==> src/include/gpp_pkg.sv <==
// Shared constants, register map and state codes of the pin and pulse port.
package gpp_pkg;

  // Register byte offsets on the APB bus.
  localparam logic [7:0] OFF_DATA_LVL = 8'h00;
  localparam logic [7:0] OFF_ADDR_LVL = 8'h04;
  localparam logic [7:0] OFF_SPEC_LVL = 8'h08;
  localparam logic [7:0] OFF_ANLG_LVL = 8'h0C;
  localparam logic [7:0] OFF_DATA_DIR = 8'h10;
  localparam logic [7:0] OFF_ADDR_DIR = 8'h14;
  localparam logic [7:0] OFF_SPEC_DIR = 8'h18;
  localparam logic [7:0] OFF_ANLG_DIR = 8'h1C;
  localparam logic [7:0] OFF_CMD = 8'h20;
  localparam logic [7:0] OFF_STATUS = 8'h24;
  localparam logic [7:0] OFF_RESULT = 8'h28;

  // Command word fields.
  localparam int CMD_IDX_LSB = 0;
  localparam int CMD_OP_LSB = 8;
  localparam int CMD_DUR_LSB = 16;
  localparam int STAT_BUSY_BIT = 0;
  localparam int STAT_ERR_BIT = 1;

  // Command opcodes.
  localparam logic [3:0] OP_HIGH = 4'h1;
  localparam logic [3:0] OP_LOW = 4'h2;
  localparam logic [3:0] OP_FLOAT = 4'h3;
  localparam logic [3:0] OP_SAMPLE = 4'h4;
  localparam logic [3:0] OP_TEST = 4'h5;
  localparam logic [3:0] OP_MEAS_LOW = 4'h6;
  localparam logic [3:0] OP_MEAS_HIGH = 4'h7;
  localparam logic [3:0] OP_GEN_LOW = 4'h8;
  localparam logic [3:0] OP_GEN_HIGH = 4'h9;

  // Values after reset: every pin an input, every latch low, except the memory power pin, which is a high output.
  localparam logic [7:0] DIR_RST = 8'hFF;
  localparam logic [7:0] LVL_RST = 8'h00;
  localparam logic [5:0] ANLG_DIR_RST = 6'h3F;
  localparam logic [5:0] ANLG_LVL_RST = 6'h00;
  localparam logic [7:0] TRUE_BYTE = 8'hFF;
  localparam logic [7:0] FALSE_BYTE = 8'h00;
  localparam int MAX_PIN_IDX = 15;

  // Pulse tick of 10 us at a 40 ns clock.
  localparam int CLK_PERIOD_NS = 40;
  localparam int TICK_US = 10;
  localparam int TICK_CYC = (TICK_US * 1000) / CLK_PERIOD_NS;
  localparam logic [15:0] TICK_FULL = 16'hFFFF;

  // Sequencer states, one-hot.
  typedef enum logic [4:0] {
    S_IDLE = 5'b00001,
    S_SAMPLE = 5'b00010,
    S_WAIT_IDLE = 5'b00100,
    S_WAIT_EDGE = 5'b01000,
    S_PULSE = 5'b10000
  } gpp_state_t;

endpackage

==> src/logic/gpp_pulse_port.sv <==
// General-purpose pin block with port access and pulse timing over APB.
//
// Function
// - Single-pin commands take a byte pin index from 0 to 15.
// - Indices 0 to 7 select data port bits 0 to 7.
// - Indices 8 to 13 select address bits 0-5; 14, 15 address bits 6, 7.
// - Drive-high makes the pin an output driven high at once.
// - Drive-low makes the pin an output driven low at once.
// - Float turns the pin driver off without sampling it.
// - Sample makes the pin an input, then returns true if high.
// - Level test returns 255 for a high pin, 0 for low.
// - Level test leaves the pin direction untouched.
// - Port reads return the current levels of all eight pins.
// - The special port aliases the address port for all accesses.
// - The analog port read returns its six pin levels in one byte.
// - A port write drives all eight latches from the written byte.
// - An analog port write sets its six latches from six bits.
// - Each port has a direction register; a cleared bit means output.
// - A direction write replaces all eight direction bits.
// - The analog direction register is six bits of one byte.
// - Turning off or lowering the memory power pin resets the device.
// - Low-pulse measure counts 10 us units; zero if none or too long.
// - High-pulse measure counts 10 us units; zero if none or too long.
// - Low-pulse generation holds the pin latch low count times 10 us; the pin direction is left as it was.
// - High-pulse generation holds the pin latch high count times 10 us; the pin direction is left as it was.
`timescale 1ns/1ps
module gpp_pulse_port import gpp_pkg::*; #(
  parameter bit HAS_MEM_PWR = 1'b1,
  parameter int MEM_PWR_BIT = 5,
  parameter int TICK_CYCLES = TICK_CYC
) (
  input wire logic pclk,
  input wire logic presetn,
  input wire logic psel,
  input wire logic penable,
  input wire logic pwrite,
  input wire logic [7:0] paddr,
  input wire logic [31:0] pwdata,
  output logic [31:0] prdata,
  output logic pready,
  output logic pslverr,
  input wire logic [7:0] data_pin_in,
  output logic [7:0] data_pin_out,
  output logic [7:0] data_pin_oe_n,
  input wire logic [7:0] addr_pin_in,
  output logic [7:0] addr_pin_out,
  output logic [7:0] addr_pin_oe_n,
  input wire logic [5:0] anlg_pin_in,
  output logic [5:0] anlg_pin_out,
  output logic [5:0] anlg_pin_oe_n,
  output logic mem_pwr_reset
);

  initial begin
    if (MEM_PWR_BIT < 0 || MEM_PWR_BIT > 5) begin
      $error("gpp_pulse_port: MEM_PWR_BIT must be 0 to 5");
    end
  end

  typedef struct packed {
    logic [7:0] dlvl;
    logic [7:0] alvl;
    logic [7:0] ddir;
    logic [7:0] adir;
    logic [5:0] vlvl;
    logic [5:0] vdir;
    gpp_state_t st;
    logic [3:0] pin;
    logic act;
    logic [15:0] dur;
    logic [15:0] res;
    logic err;
    logic prst;
    logic [31:0] rdat;
  } gpp_regs_t;

  // The memory power pin starts as a driven-high output, so the block does
  // not hold itself in reset from the first cycle on.
  localparam logic [5:0] PWR_MASK = 6'(HAS_MEM_PWR) << MEM_PWR_BIT;
  localparam gpp_regs_t RST_IMG = '{
    dlvl: LVL_RST, alvl: LVL_RST, ddir: DIR_RST, adir: DIR_RST,
    vlvl: ANLG_LVL_RST | PWR_MASK, vdir: ANLG_DIR_RST & ~PWR_MASK,
    st: S_IDLE, pin: 4'h0, act: 1'b0, dur: 16'h0000, res: 16'h0000,
    err: 1'b0, prst: 1'b0, rdat: 32'h0000_0000
  };

  gpp_regs_t q, d;
  logic [15:0] pins16;
  logic [15:0] dir16;
  logic [15:0] lvl16;
  logic sel_lvl;
  logic setup;
  logic wr;
  logic hit;
  logic cmd_go;
  logic [3:0] op;
  logic [3:0] idx;
  logic tmr_clr;
  logic tick;
  logic [15:0] tcount;
  logic tfull;

  // Turns a pin level into the byte that single-pin queries return.
  function automatic logic [7:0] truth(input logic lvl);
    return lvl ? TRUE_BYTE : FALSE_BYTE;
  endfunction

  // True when an offset belongs to the register map.
  function automatic logic mapped(input logic [7:0] a);
    case (a)
      OFF_DATA_LVL, OFF_ADDR_LVL, OFF_SPEC_LVL, OFF_ANLG_LVL,
      OFF_DATA_DIR, OFF_ADDR_DIR, OFF_SPEC_DIR, OFF_ANLG_DIR,
      OFF_CMD, OFF_STATUS, OFF_RESULT: return 1'b1;
      default: return 1'b0;
    endcase
  endfunction

  ////////////////////////////////////////////////////////////////////////////
  // Pin numbering: the data port fills indices 0-7 and the address port
  // 8-15, so one 16-bit view serves every single-pin command.
  assign pins16 = {addr_pin_in, data_pin_in};
  assign sel_lvl = pins16[q.pin];

  // Bus decode; the slave never inserts wait states.
  assign setup = psel && !penable;
  assign wr = psel && penable && pwrite;
  assign hit = mapped(paddr);
  assign op = pwdata[CMD_OP_LSB +: 4];
  assign idx = pwdata[CMD_IDX_LSB +: 4];
  assign cmd_go = wr && (paddr == OFF_CMD) && (q.st == S_IDLE)
                  && (pwdata[CMD_IDX_LSB +: 8] <= 8'(MAX_PIN_IDX));

  gpp_tick_timer #(
    .TICK_CYCLES(TICK_CYCLES)
  ) u_timer (
    .pclk(pclk),
    .presetn(presetn),
    .clr(tmr_clr),
    .tick(tick),
    .count(tcount),
    .full(tfull)
  );

  ////////////////////////////////////////////////////////////////////////////
  // Register writes, command start and the pulse sequencer.
  always_comb begin
    d = q;
    d.prst = 1'b0;
    tmr_clr = 1'b0;
    dir16 = {q.adir, q.ddir};
    lvl16 = {q.alvl, q.dlvl};

    // Read data is captured in the setup cycle so it leaves a flip-flop.
    if (setup) begin
      case (paddr)
        OFF_DATA_LVL: d.rdat = {24'h000000, data_pin_in};
        OFF_ADDR_LVL: d.rdat = {24'h000000, addr_pin_in};
        OFF_SPEC_LVL: d.rdat = {24'h000000, addr_pin_in};
        OFF_ANLG_LVL: d.rdat = {26'h0000000, anlg_pin_in};
        OFF_DATA_DIR: d.rdat = {24'h000000, q.ddir};
        OFF_ADDR_DIR: d.rdat = {24'h000000, q.adir};
        OFF_SPEC_DIR: d.rdat = {24'h000000, q.adir};
        OFF_ANLG_DIR: d.rdat = {26'h0000000, q.vdir};
        OFF_CMD: d.rdat = {q.dur, 12'h000, q.pin};
        OFF_STATUS: d.rdat = {30'h00000000, q.err, q.st != S_IDLE};
        OFF_RESULT: d.rdat = {16'h0000, q.res};
        default: d.rdat = 32'h0000_0000;
      endcase
    end

    // Port and direction writes; the special port lands on the address port.
    if (wr) begin
      case (paddr)
        OFF_DATA_LVL: lvl16[7:0] = pwdata[7:0];
        OFF_ADDR_LVL: lvl16[15:8] = pwdata[7:0];
        OFF_SPEC_LVL: lvl16[15:8] = pwdata[7:0];
        OFF_ANLG_LVL: d.vlvl = pwdata[5:0];
        OFF_DATA_DIR: dir16[7:0] = pwdata[7:0];
        OFF_ADDR_DIR: dir16[15:8] = pwdata[7:0];
        OFF_SPEC_DIR: dir16[15:8] = pwdata[7:0];
        OFF_ANLG_DIR: d.vdir = pwdata[5:0];
        OFF_STATUS: begin
          if (pwdata[STAT_ERR_BIT]) begin
            d.err = 1'b0;
          end
        end
        default: begin
        end
      endcase
    end

    // A command while busy, or with a bad index, only flags; a bad opcode also loads pin and dur.
    if (wr && paddr == OFF_CMD && !cmd_go) begin
      d.err = 1'b1;
    end

    if (cmd_go) begin
      d.pin = idx;
      d.dur = pwdata[CMD_DUR_LSB +: 16];
      case (op)
        OP_HIGH: begin
          dir16[idx] = 1'b0;
          lvl16[idx] = 1'b1;
        end
        OP_LOW: begin
          dir16[idx] = 1'b0;
          lvl16[idx] = 1'b0;
        end
        OP_FLOAT: dir16[idx] = 1'b1;
        OP_SAMPLE: begin
          dir16[idx] = 1'b1;
          d.st = S_SAMPLE;
        end
        OP_TEST: d.res = {8'h00, truth(pins16[idx])};
        OP_MEAS_LOW, OP_MEAS_HIGH: begin
          d.act = (op == OP_MEAS_HIGH);
          d.st = S_WAIT_IDLE;
          tmr_clr = 1'b1;
        end
        OP_GEN_LOW, OP_GEN_HIGH: begin
          // A zero count gives no pulse; the pin keeps its level.
          if (pwdata[CMD_DUR_LSB +: 16] != 16'h0000) begin
            d.act = (op == OP_GEN_HIGH);
            lvl16[idx] = (op == OP_GEN_HIGH);
            d.st = S_PULSE;
            tmr_clr = 1'b1;
          end
        end
        default: d.err = 1'b1;
      endcase
    end

    // Sequencer. Waiting for the idle level and for the pulse to start share one
    // 16-bit tick budget, and timing the pulse restarts it, so a pin that never moves returns zero.
    case (q.st)
      S_IDLE: begin
      end
      S_SAMPLE: begin
        d.res = {8'h00, truth(sel_lvl)};
        d.st = S_IDLE;
      end
      S_WAIT_IDLE: begin
        if (sel_lvl != q.act) begin
          d.st = S_WAIT_EDGE;
        end else if (tick && tfull) begin
          d.res = 16'h0000;
          d.st = S_IDLE;
        end
      end
      S_WAIT_EDGE: begin
        if (sel_lvl == q.act) begin
          d.st = S_PULSE;
          tmr_clr = 1'b1;
        end else if (tick && tfull) begin
          d.res = 16'h0000;
          d.st = S_IDLE;
        end
      end
      S_PULSE: begin
        if (q.dur != 16'h0000) begin
          // Generating: release after exactly dur ticks.
          if (tick && tcount == q.dur - 16'h0001) begin
            lvl16[q.pin] = !q.act;
            d.st = S_IDLE;
          end
        end else if (sel_lvl != q.act) begin
          d.res = tcount;
          d.st = S_IDLE;
        end else if (tick && tfull) begin
          d.res = 16'h0000;
          d.st = S_IDLE;
        end
      end
      default: d.st = S_IDLE;
    endcase

    // Measurements use dur as zero so the pulse state knows its job.
    if (cmd_go && (op == OP_MEAS_LOW || op == OP_MEAS_HIGH)) begin
      d.dur = 16'h0000;
    end

    {d.adir, d.ddir} = dir16;
    {d.alvl, d.dlvl} = lvl16;

    // Software switching the memory supply off or low restarts the block.
    if (HAS_MEM_PWR && wr && (paddr == OFF_ANLG_LVL || paddr == OFF_ANLG_DIR)
        && (d.vdir[MEM_PWR_BIT] || !d.vlvl[MEM_PWR_BIT])) begin
      d = RST_IMG;
      d.prst = 1'b1;
    end
  end

  // State register.
  always_ff @(posedge pclk or negedge presetn) begin
    if (!presetn) begin
      q <= RST_IMG;
    end else begin
      q <= d;
    end
  end

  ////////////////////////////////////////////////////////////////////////////
  // Outputs. A set direction bit means input, which is the active-low
  // enable polarity, so the register drives the enable directly.
  assign data_pin_out = q.dlvl;
  assign data_pin_oe_n = q.ddir;
  assign addr_pin_out = q.alvl;
  assign addr_pin_oe_n = q.adir;
  assign anlg_pin_out = q.vlvl;
  assign anlg_pin_oe_n = q.vdir;
  assign mem_pwr_reset = q.prst;
  assign prdata = q.rdat;
  assign pready = 1'b1;
  assign pslverr = psel && penable && !hit;
endmodule // gpp_pulse_port

==> src/logic/gpp_tick_timer.sv <==
// Ten-microsecond tick prescaler with a saturating 16-bit tick counter.
`timescale 1ns/1ps
module gpp_tick_timer import gpp_pkg::*; #(
  parameter int TICK_CYCLES = TICK_CYC
) (
  input wire logic pclk,
  input wire logic presetn,
  input wire logic clr,
  output logic tick,
  output logic [15:0] count,
  output logic full
);

  initial begin
    if (TICK_CYCLES < 1 || TICK_CYCLES > 65535) begin
      $error("gpp_tick_timer: TICK_CYCLES out of range");
    end
  end

  typedef struct packed {
    logic [15:0] pre;
    logic [15:0] cnt;
  } gpp_tmr_t;

  localparam logic [15:0] PRE_LAST = 16'(TICK_CYCLES - 1);

  gpp_tmr_t q, d;

  ////////////////////////////////////////////////////////////////////////////
  // A clear restarts the prescaler too, so the first tick lands a full
  // period after the clear and short pulses are not overcounted.
  always_comb begin
    d = q;
    tick = (q.pre == PRE_LAST);
    if (clr) begin
      d.pre = 16'h0000;
      d.cnt = 16'h0000;
    end else if (tick) begin
      d.pre = 16'h0000;
      if (q.cnt != TICK_FULL) begin
        d.cnt = q.cnt + 16'h0001;
      end
    end else begin
      d.pre = q.pre + 16'h0001;
    end
  end

  // State register.
  always_ff @(posedge pclk or negedge presetn) begin
    if (!presetn) begin
      q <= '0;
    end else begin
      q <= d;
    end
  end

  assign count = q.cnt;
  assign full = (q.cnt == TICK_FULL);

endmodule // gpp_tick_timer

==> config.mk <==
export PLATFORM = sky130hd
export DESIGN_NAME = gpp_pulse_port
export DESIGN_NICKNAME = d
export VERILOG_FILES = /design/src/include/gpp_pkg.sv /design/src/logic/gpp_pulse_port.sv /design/src/logic/gpp_tick_timer.sv
export SDC_FILE = /design/constraint.sdc
export NUM_CORES = 1
export LEC_CHECK = 0
export ABC_AREA = 1
export BUFFER_PORTS_ARGS = -buffer_cell sky130_fd_sc_hd__buf_2
export CAP_MARGIN = 15
export CORE_ASPECT_RATIO = 0.8
export CORE_MARGIN = 5
export CORE_UTILIZATION = 30
export CTS_BUF_LIST = sky130_fd_sc_hd__clkbuf_16
export CTS_CLUSTER_DIAMETER = 30
export DETAILED_ROUTE_END_ITERATION = 6
export SLEW_MARGIN = 20
export SYNTH_ARGS = -nofsm -noshare
export SYNTH_HDL_FRONTEND = slang
export SYNTH_SLANG_ARGS = --single-unit
==> constraint.sdc <==
create_clock -name pclk -period 3.3 [get_ports pclk]
set_clock_uncertainty 0.1 [all_clocks]
set_input_delay 0.33 -clock pclk [delete_from_list [all_inputs] [get_ports pclk]]
set_output_delay 0.33 -clock pclk [all_outputs]
set_load 0.02 [all_outputs]
# Yosys cells after proc, flatten, opt, wreduce, memory -nomap -nowiden
# Cells that the tools add are included.
dict set report word_totals {
  reg_bits 152
  in_bits 67
  out_inout_bits 79
  wordCells 177
}
dict set report classes {
  add_sub_neg 3
  order_cmp 5
  n_eq_ne 32
  mux 67
  bitwise_logic 5
  n_reduce_logical 47
}
# cell count
set ops {}
lappend ops {{16-bit 2-to-1 mux} 18}
lappend ops {{32-bit one-hot mux with 9 select lines} 1}
lappend ops {{120-bit 2-to-1 mux} 1}
lappend ops {{32-bit 2-to-1 mux} 2}
lappend ops {{16-bit one-hot mux with 4 select lines} 1}
lappend ops {{8-bit 2-to-1 mux} 6}
lappend ops {{16-bit one-hot mux with 3 select lines} 1}
lappend ops {{43-bit 2-to-1 mux} 1}
lappend ops {{5-bit 2-to-1 mux} 7}
lappend ops {{16-bit by 1-bit adder with 16-bit output, second input constant} 2}
lappend ops {{16-bit AND} 2}
lappend ops {{16-bit bitwise mux} 2}
lappend ops {{8-bit by 5-bit == test with 1-bit output, second input constant} 4}
lappend ops {{16-bit OR} 2}
lappend ops {{16-bit one-hot mux with 2 select lines} 1}
lappend ops {{16-bit nonzero test} 2}
lappend ops {{8-bit by 6-bit == test with 1-bit output, second input constant} 3}
lappend ops {{5-bit one-hot mux with 4 select lines} 1}
lappend ops {{16-bit == test} 1}
lappend ops {{16-bit == test, second input constant} 1}
lappend ops {{16-bit by 8-bit == test with 1-bit output, second input constant} 1}
lappend ops {{4-bit by 3-bit == test with 1-bit output, second input constant} 4}
lappend ops {{8-bit by 4-bit == test with 1-bit output, second input constant} 2}
lappend ops {{16-bit inequality test, second input constant} 1}
lappend ops {{36 further kinds} 92}

# Depth between registers and ports, before layout
dict set report logic_depth {
  depth_word 15
  mapped_depth 19
  depth_no_buf 18
}

# By module
# From an unflattened synthesis, not the netlist that was laid out.
dict set report unflattened {
  hier_cells 1589
  hier_area_um2 11078.1
}
# mod instances cells_each area_each_um2 seq_area_each_um2
set modules_own_cells {}
lappend modules_own_cells {gpp_pulse_port 1 1300 9021.2 3031.7}
lappend modules_own_cells {gpp_tick_timer 1 289 2057.0 800.8}

# Worst setup path before layout
# Ideal clock, no wire load.
dict set report synth_timing {
  kind {reg-to-reg}
  startpoint {register q[50] (netlist name)}
  endpoint {register q, in the netlist addr_pin_out[1]}
  arrival_time_ns 1.961
  t_required_ns 3.127
  path_slack_ns 1.166
  path_stages_with_launch 15
  path_buffers 1
  path_cell_list {dfrtp_1 -> inv_2 -> ha_1 -> or2_2 -> nand3_1 -> nand2_1 -> nand3b_1 -> inv_1 -> nand2_1 -> nor2_1 -> nand3_2 -> inv_4 -> buf_8 -> nand3_1 -> a21oi_2}
}
# element line
set synth_rtl {}
lappend synth_rtl {{start, declared} gpp_pulse_port.sv:87} ;# gpp_regs_t q, d;
lappend synth_rtl {{start signal, assigned} gpp_pulse_port.sv:296} ;# q <= RST_IMG;
lappend synth_rtl {{start signal, assigned} gpp_pulse_port.sv:298} ;# q <= d;

# Final worst setup path
dict set report layout_timing {
  startpoint {register u_timer.q, in the netlist u_timer.count[0]}
  endpoint {register u_timer.q, in the netlist u_timer.count[3]}
}
dict set report layout_via {
  elab_chain_len 4
  elab_cells_between_ends 7
}
# element line
set layout_lines {}
lappend layout_lines {{start, declared} gpp_tick_timer.sv:27} ;# gpp_tmr_t q, d;
lappend layout_lines {{start signal, assigned} gpp_tick_timer.sv:51} ;# q <= '0;
lappend layout_lines {{start signal, assigned} gpp_tick_timer.sv:53} ;# q <= d;
lappend layout_lines {{16-bit by 1-bit adder with 16-bit output} gpp_tick_timer.sv:41} ;# d.cnt = q.cnt + 16'h0001;
lappend layout_lines {{16-bit 2-to-1 mux} gpp_tick_timer.sv:40} ;# if (q.cnt != TICK_FULL) begin
lappend layout_lines {{16-bit 2-to-1 mux} gpp_tick_timer.sv:38} ;# end else if (tick) begin
lappend layout_lines {{32-bit 2-to-1 mux} gpp_tick_timer.sv:35} ;# if (clr) begin
# Parallel ways exist; a longest one is shown, timed or not. The select of a mux whose other input is x is not followed.
# A chain may end at the register's enable or synchronous reset.

==> summary.md <==
| Metric | Value |
|---|---|
| Status | `finished with violations` |
| Failing checks | `design-rule violations` |
| Vias in the first global route | `~10000` |
| Fmax | `~370 MHz` |
| Ys async rst share | `100%` |
| Dominant cell by count in the synthesized netlist | `nand2_1` |
| Tot Pwr | `4.66 mW` |
| Tmin final | `roughly 2.7 ns` |
| Final Routed Wirelength | `36700 microns` |
| Clock Pin Slew Worst Setup and Hold Paths | `about 0.06 ns` |
| Slew Limit Fails | `0` |
| Io pins | `about 150` |
| Final instance area | `approximately 12000 sq um` |
| Xor/xnor share of the synthesized area | `2.94%` |
| Initial DRC Count | `~1200` |
| Max-cap violation count | `0` |
| Largest family of logic cells by synthesized area | `simple AND/OR/NAND/NOR gates` |
| WL met1 | `~17000 microns` |
| Slew margin rel. | `approximately 43%` |
| Initial Util | `between 30% and 40%` |
| DIE WIDTH | `between 200 and 250 microns` |
| ANT cells | `0` |
| Simple-gate share of the synthesized area | `33.9%` |
| Port-buffer cells | `140` |
| Fin nets | `around 1700` |
| Top post-synthesis cells by area | `dfrtp_1 29%, nand2_1 15%, inv_1 5.7%` |
| Avg Cell Area, Syn | `7.07 sq um` |
| WL met2 | `roughly 15000 microns` |
| Clock Path Buffers | `2` |
| Vias per cell | `approximately 5` |
| WP data required | `3.51 ns` |
| CP Capture Type | `flop` |
| Initial antenna violation count | `4` |
| Leak Pwr | `5.97 nW` |
| CTS root buf | `clkbuf_16` |
| Drt pass-1 iters | `7` |
| Routed wl met3 | `between 3000 and 4000 microns` |
| Least-Margin Pin Slew | `roughly 0.85 ns` |
| Final Hold Vio Count | `0` |
| Syn Inst Count | `approximately 1600` |
| CTS Sinks | `152` |
| DRC | `9` |
| Via count | `around 11000` |
| H-tree levels | `4` |
| Setup bufs post-CTS | `0` |
| Remaining antenna violation count | `0` |
| Cts bufs inserted | `17` |
| Mux cell area share after synthesis | `0%` |
| CTS tree | `yes` |
| Total global-route track usage | `~18%` |
| Synth Area in Compound Gates | `13.8%` |
| FP Rows | `between 60 and 70` |
| Synthesized cell area | `between 10000 and 15000 sq um` |
| Global-route wire length before repair | `~58000 microns` |
| Yosys top cell by area | `dfrtp_1` |
| DR WL/cell | `17.3 microns` |
| Cell Pwr Density | `379 nW/um^2` |
| Mapped Nets | `1632` |
| Gpl congestion | `about 0.96` |
| Seq/Total Area, Yosys | `between 30% and 40%` |
| DP Area | `between 10000 and 15000 sq um` |
| EDFF count, synth | `0` |
| Die H | `about 180 microns` |
| Worst Hold Depth | `3` |
| Die ar. | `40700 sq um` |
| Area Overhead vs Synth | `11.4%` |
| HPWL after DPL | `roughly 28000 microns` |
| Uppermost layer routed | `met5` |
| RSZ-0062 raised after global routing | `false` |
| Warnings from Yosys | `0` |
| Share of layout cells above drive strength 1 | `18.8%` |
| Core box area | `36100 sq um` |
| Worst min-delay path category | `in2reg` |
| Top cells by count, synth | `441 x nand2_1, 167 x inv_1, 158 x nor2_1` |
| Final setup vio count | `0` |
| FF+latch count, synth | `152` |
| TNS Setup | `0 ns` |
| Worst EP arrival | `~2.9 ns` |
| Fillcell total | `3857` |
| Share of the synthesized area in the top cell type | `29.3%` |
| Post-synthesis adder-cell area fraction | `0.568%` |
| R2R cell count | `11` |
| Worst ir drop on vdd | `between 0.3 and 0.4 mV` |
| Crit path max fanout | `7` |
| Synth cell types | `50` |
| Skew-Pair Late Insertion Delay | `roughly 0.44 ns` |
| Tcrit/Tclk final | `between 80 and 90%` |
| Worst Setup Start Kind | `flop` |
| Pin count of the biggest net entering global routing | `69` |
| Critical path class | `reg2reg` |
| GR Overflow Total | `0` |
| Dominant synthesized flop cell | `dfrtp_1` |
==> final cells by class <==
| cell class | instances | area (sq um) | share of cell area (%) |
|---|---|---|---|
| multi-input cells | 1102 | 5640 | 46.0 |
| flip-flops and latches | 152 | 3830 | 31.2 |
| repair buffers | 163 | 907 | 7.39 |
| inverters | 186 | 701 | 5.71 |
| well taps | 480 | 601 | 4.89 |
| clock buffers | 17 | 425 | 3.47 |
| clock inverters | 15 | 165 | 1.35 |
==> cells by family (layout without fill, tap and decap cells) <==
kind of cell,Yosys count,after routing
AO/OA/AOI/OAI,228,228
XOR/XNOR,37,37
adder cells (fa/ha/maj),5,5
buffers and inverters,306,381
flip-flops,152,152
other,1,1
AND/OR/NAND/NOR,831,831
==> path summary, 6_finish.rpt <==
path	startpoint	to	slack (ns)
setup / recovery	u_timer.count[0]	u_timer.count[3]	0.63
hold / removal	pwdata[20]	q[54]	0.07
setup reg to reg	u_timer.count[0]	u_timer.count[3]	0.63
hold reg to reg	prdata[10]	prdata[10]	0.38
max in group asynchronous	presetn	anlg_pin_oe_n[1]	1.90
min in group asynchronous	presetn	q[65]	0.33
==> placed cells by master, fill, tap and decap left out, types with 8 or more instances in the layout <==
cell | synthesis | final
nand3_1 | 110 | 110
nor2_2 | 14 | 14
dfrtp_1 | 129 | 129
o31ai_2 | 16 | 16
a21oi_1 | 39 | 39
inv_2 | 13 | 13
o21ai_1 | 10 | 10
o21ai_0 | 66 | 66
nand2_1 | 441 | 441
buf_4 | 83 | 20
nor2_1 | 158 | 158
a21oi_2 | 8 | 8
inv_1 | 167 | 170
clkbuf_16 | 0 | 17
a221oi_1 | 8 | 8
o211ai_1 | 36 | 36
nand4_1 | 30 | 30
xor2_1 | 26 | 26
dfstp_2 | 23 | 23
o22ai_1 | 24 | 24
nor2_4 | 10 | 10
buf_2 | 16 | 139
nor3_1 | 24 | 24
xnor2_1 | 11 | 11
==> state kept, by name (all words and copies together), names as in the netlist, 6 cells and up <==
signal,flops
addr_pin_oe_n,8
addr_pin_out,8
anlg_pin_oe_n,6
anlg_pin_out,6
data_pin_oe_n,8
data_pin_out,8
prdata,32
q,43
u_timer.count,16
u_timer.q,16
==> routing by layer <==
| layer | vias up | track usage, % |
|---|---|---|
| met1 | 5061 | 26.0 |
| li1 | 5143 | - |
| met2 | 427 | 26.1 |
| met3 | 70 | 4.60 |
| met5 | - | 0 |
| met4 | 8 | 4.75 |
==> stage by stage <==
stage | hold slack [ns] | setup slack (ns) | std cells | utilization (%)
3_3_place_gp | 0.240 | 0.661 | 2082 | 32.4
6_report | 0.0728 | 0.627 | 2115 | 34.0
2_1_floorplan | -0.0656 | 1.17 | 1560 | -
3_5_place_dp | 0.245 | 0.589 | 2082 | 32.4
5_1_grt | 0.0711 | 0.353 | 2115 | 34.0
4_1_cts | 0.0603 | 0.649 | 2115 | 34.0
==> timing repair <==
action | CTS | global route
resized for setup | 0 | 0
endpoints found under the hold margin | 39 | 0
hold buffers | 1 | 0
==> power breakdown <==
part / internal [mW] / switching [mW]
logic: 0.186 / 0.402
registers: 1.95 / 0.0807
clock network: 1.18 / 0.854
==> worst max-delay path, cell delays in order, from the launching register on <==
cell,delay (ns)
dfrtp_1,0.46
ha_1,0.28
nand3_1,0.16
nor3_2,0.35
nand4_1,0.19
nor2_1,0.16
inv_1,0.06
nand2_1,0.24
inv_1,0.23
nand2_1,0.12
xor2_1,0.15
nor2_1,0.05
No activity file was read; power rests on OpenSTA's default activity.
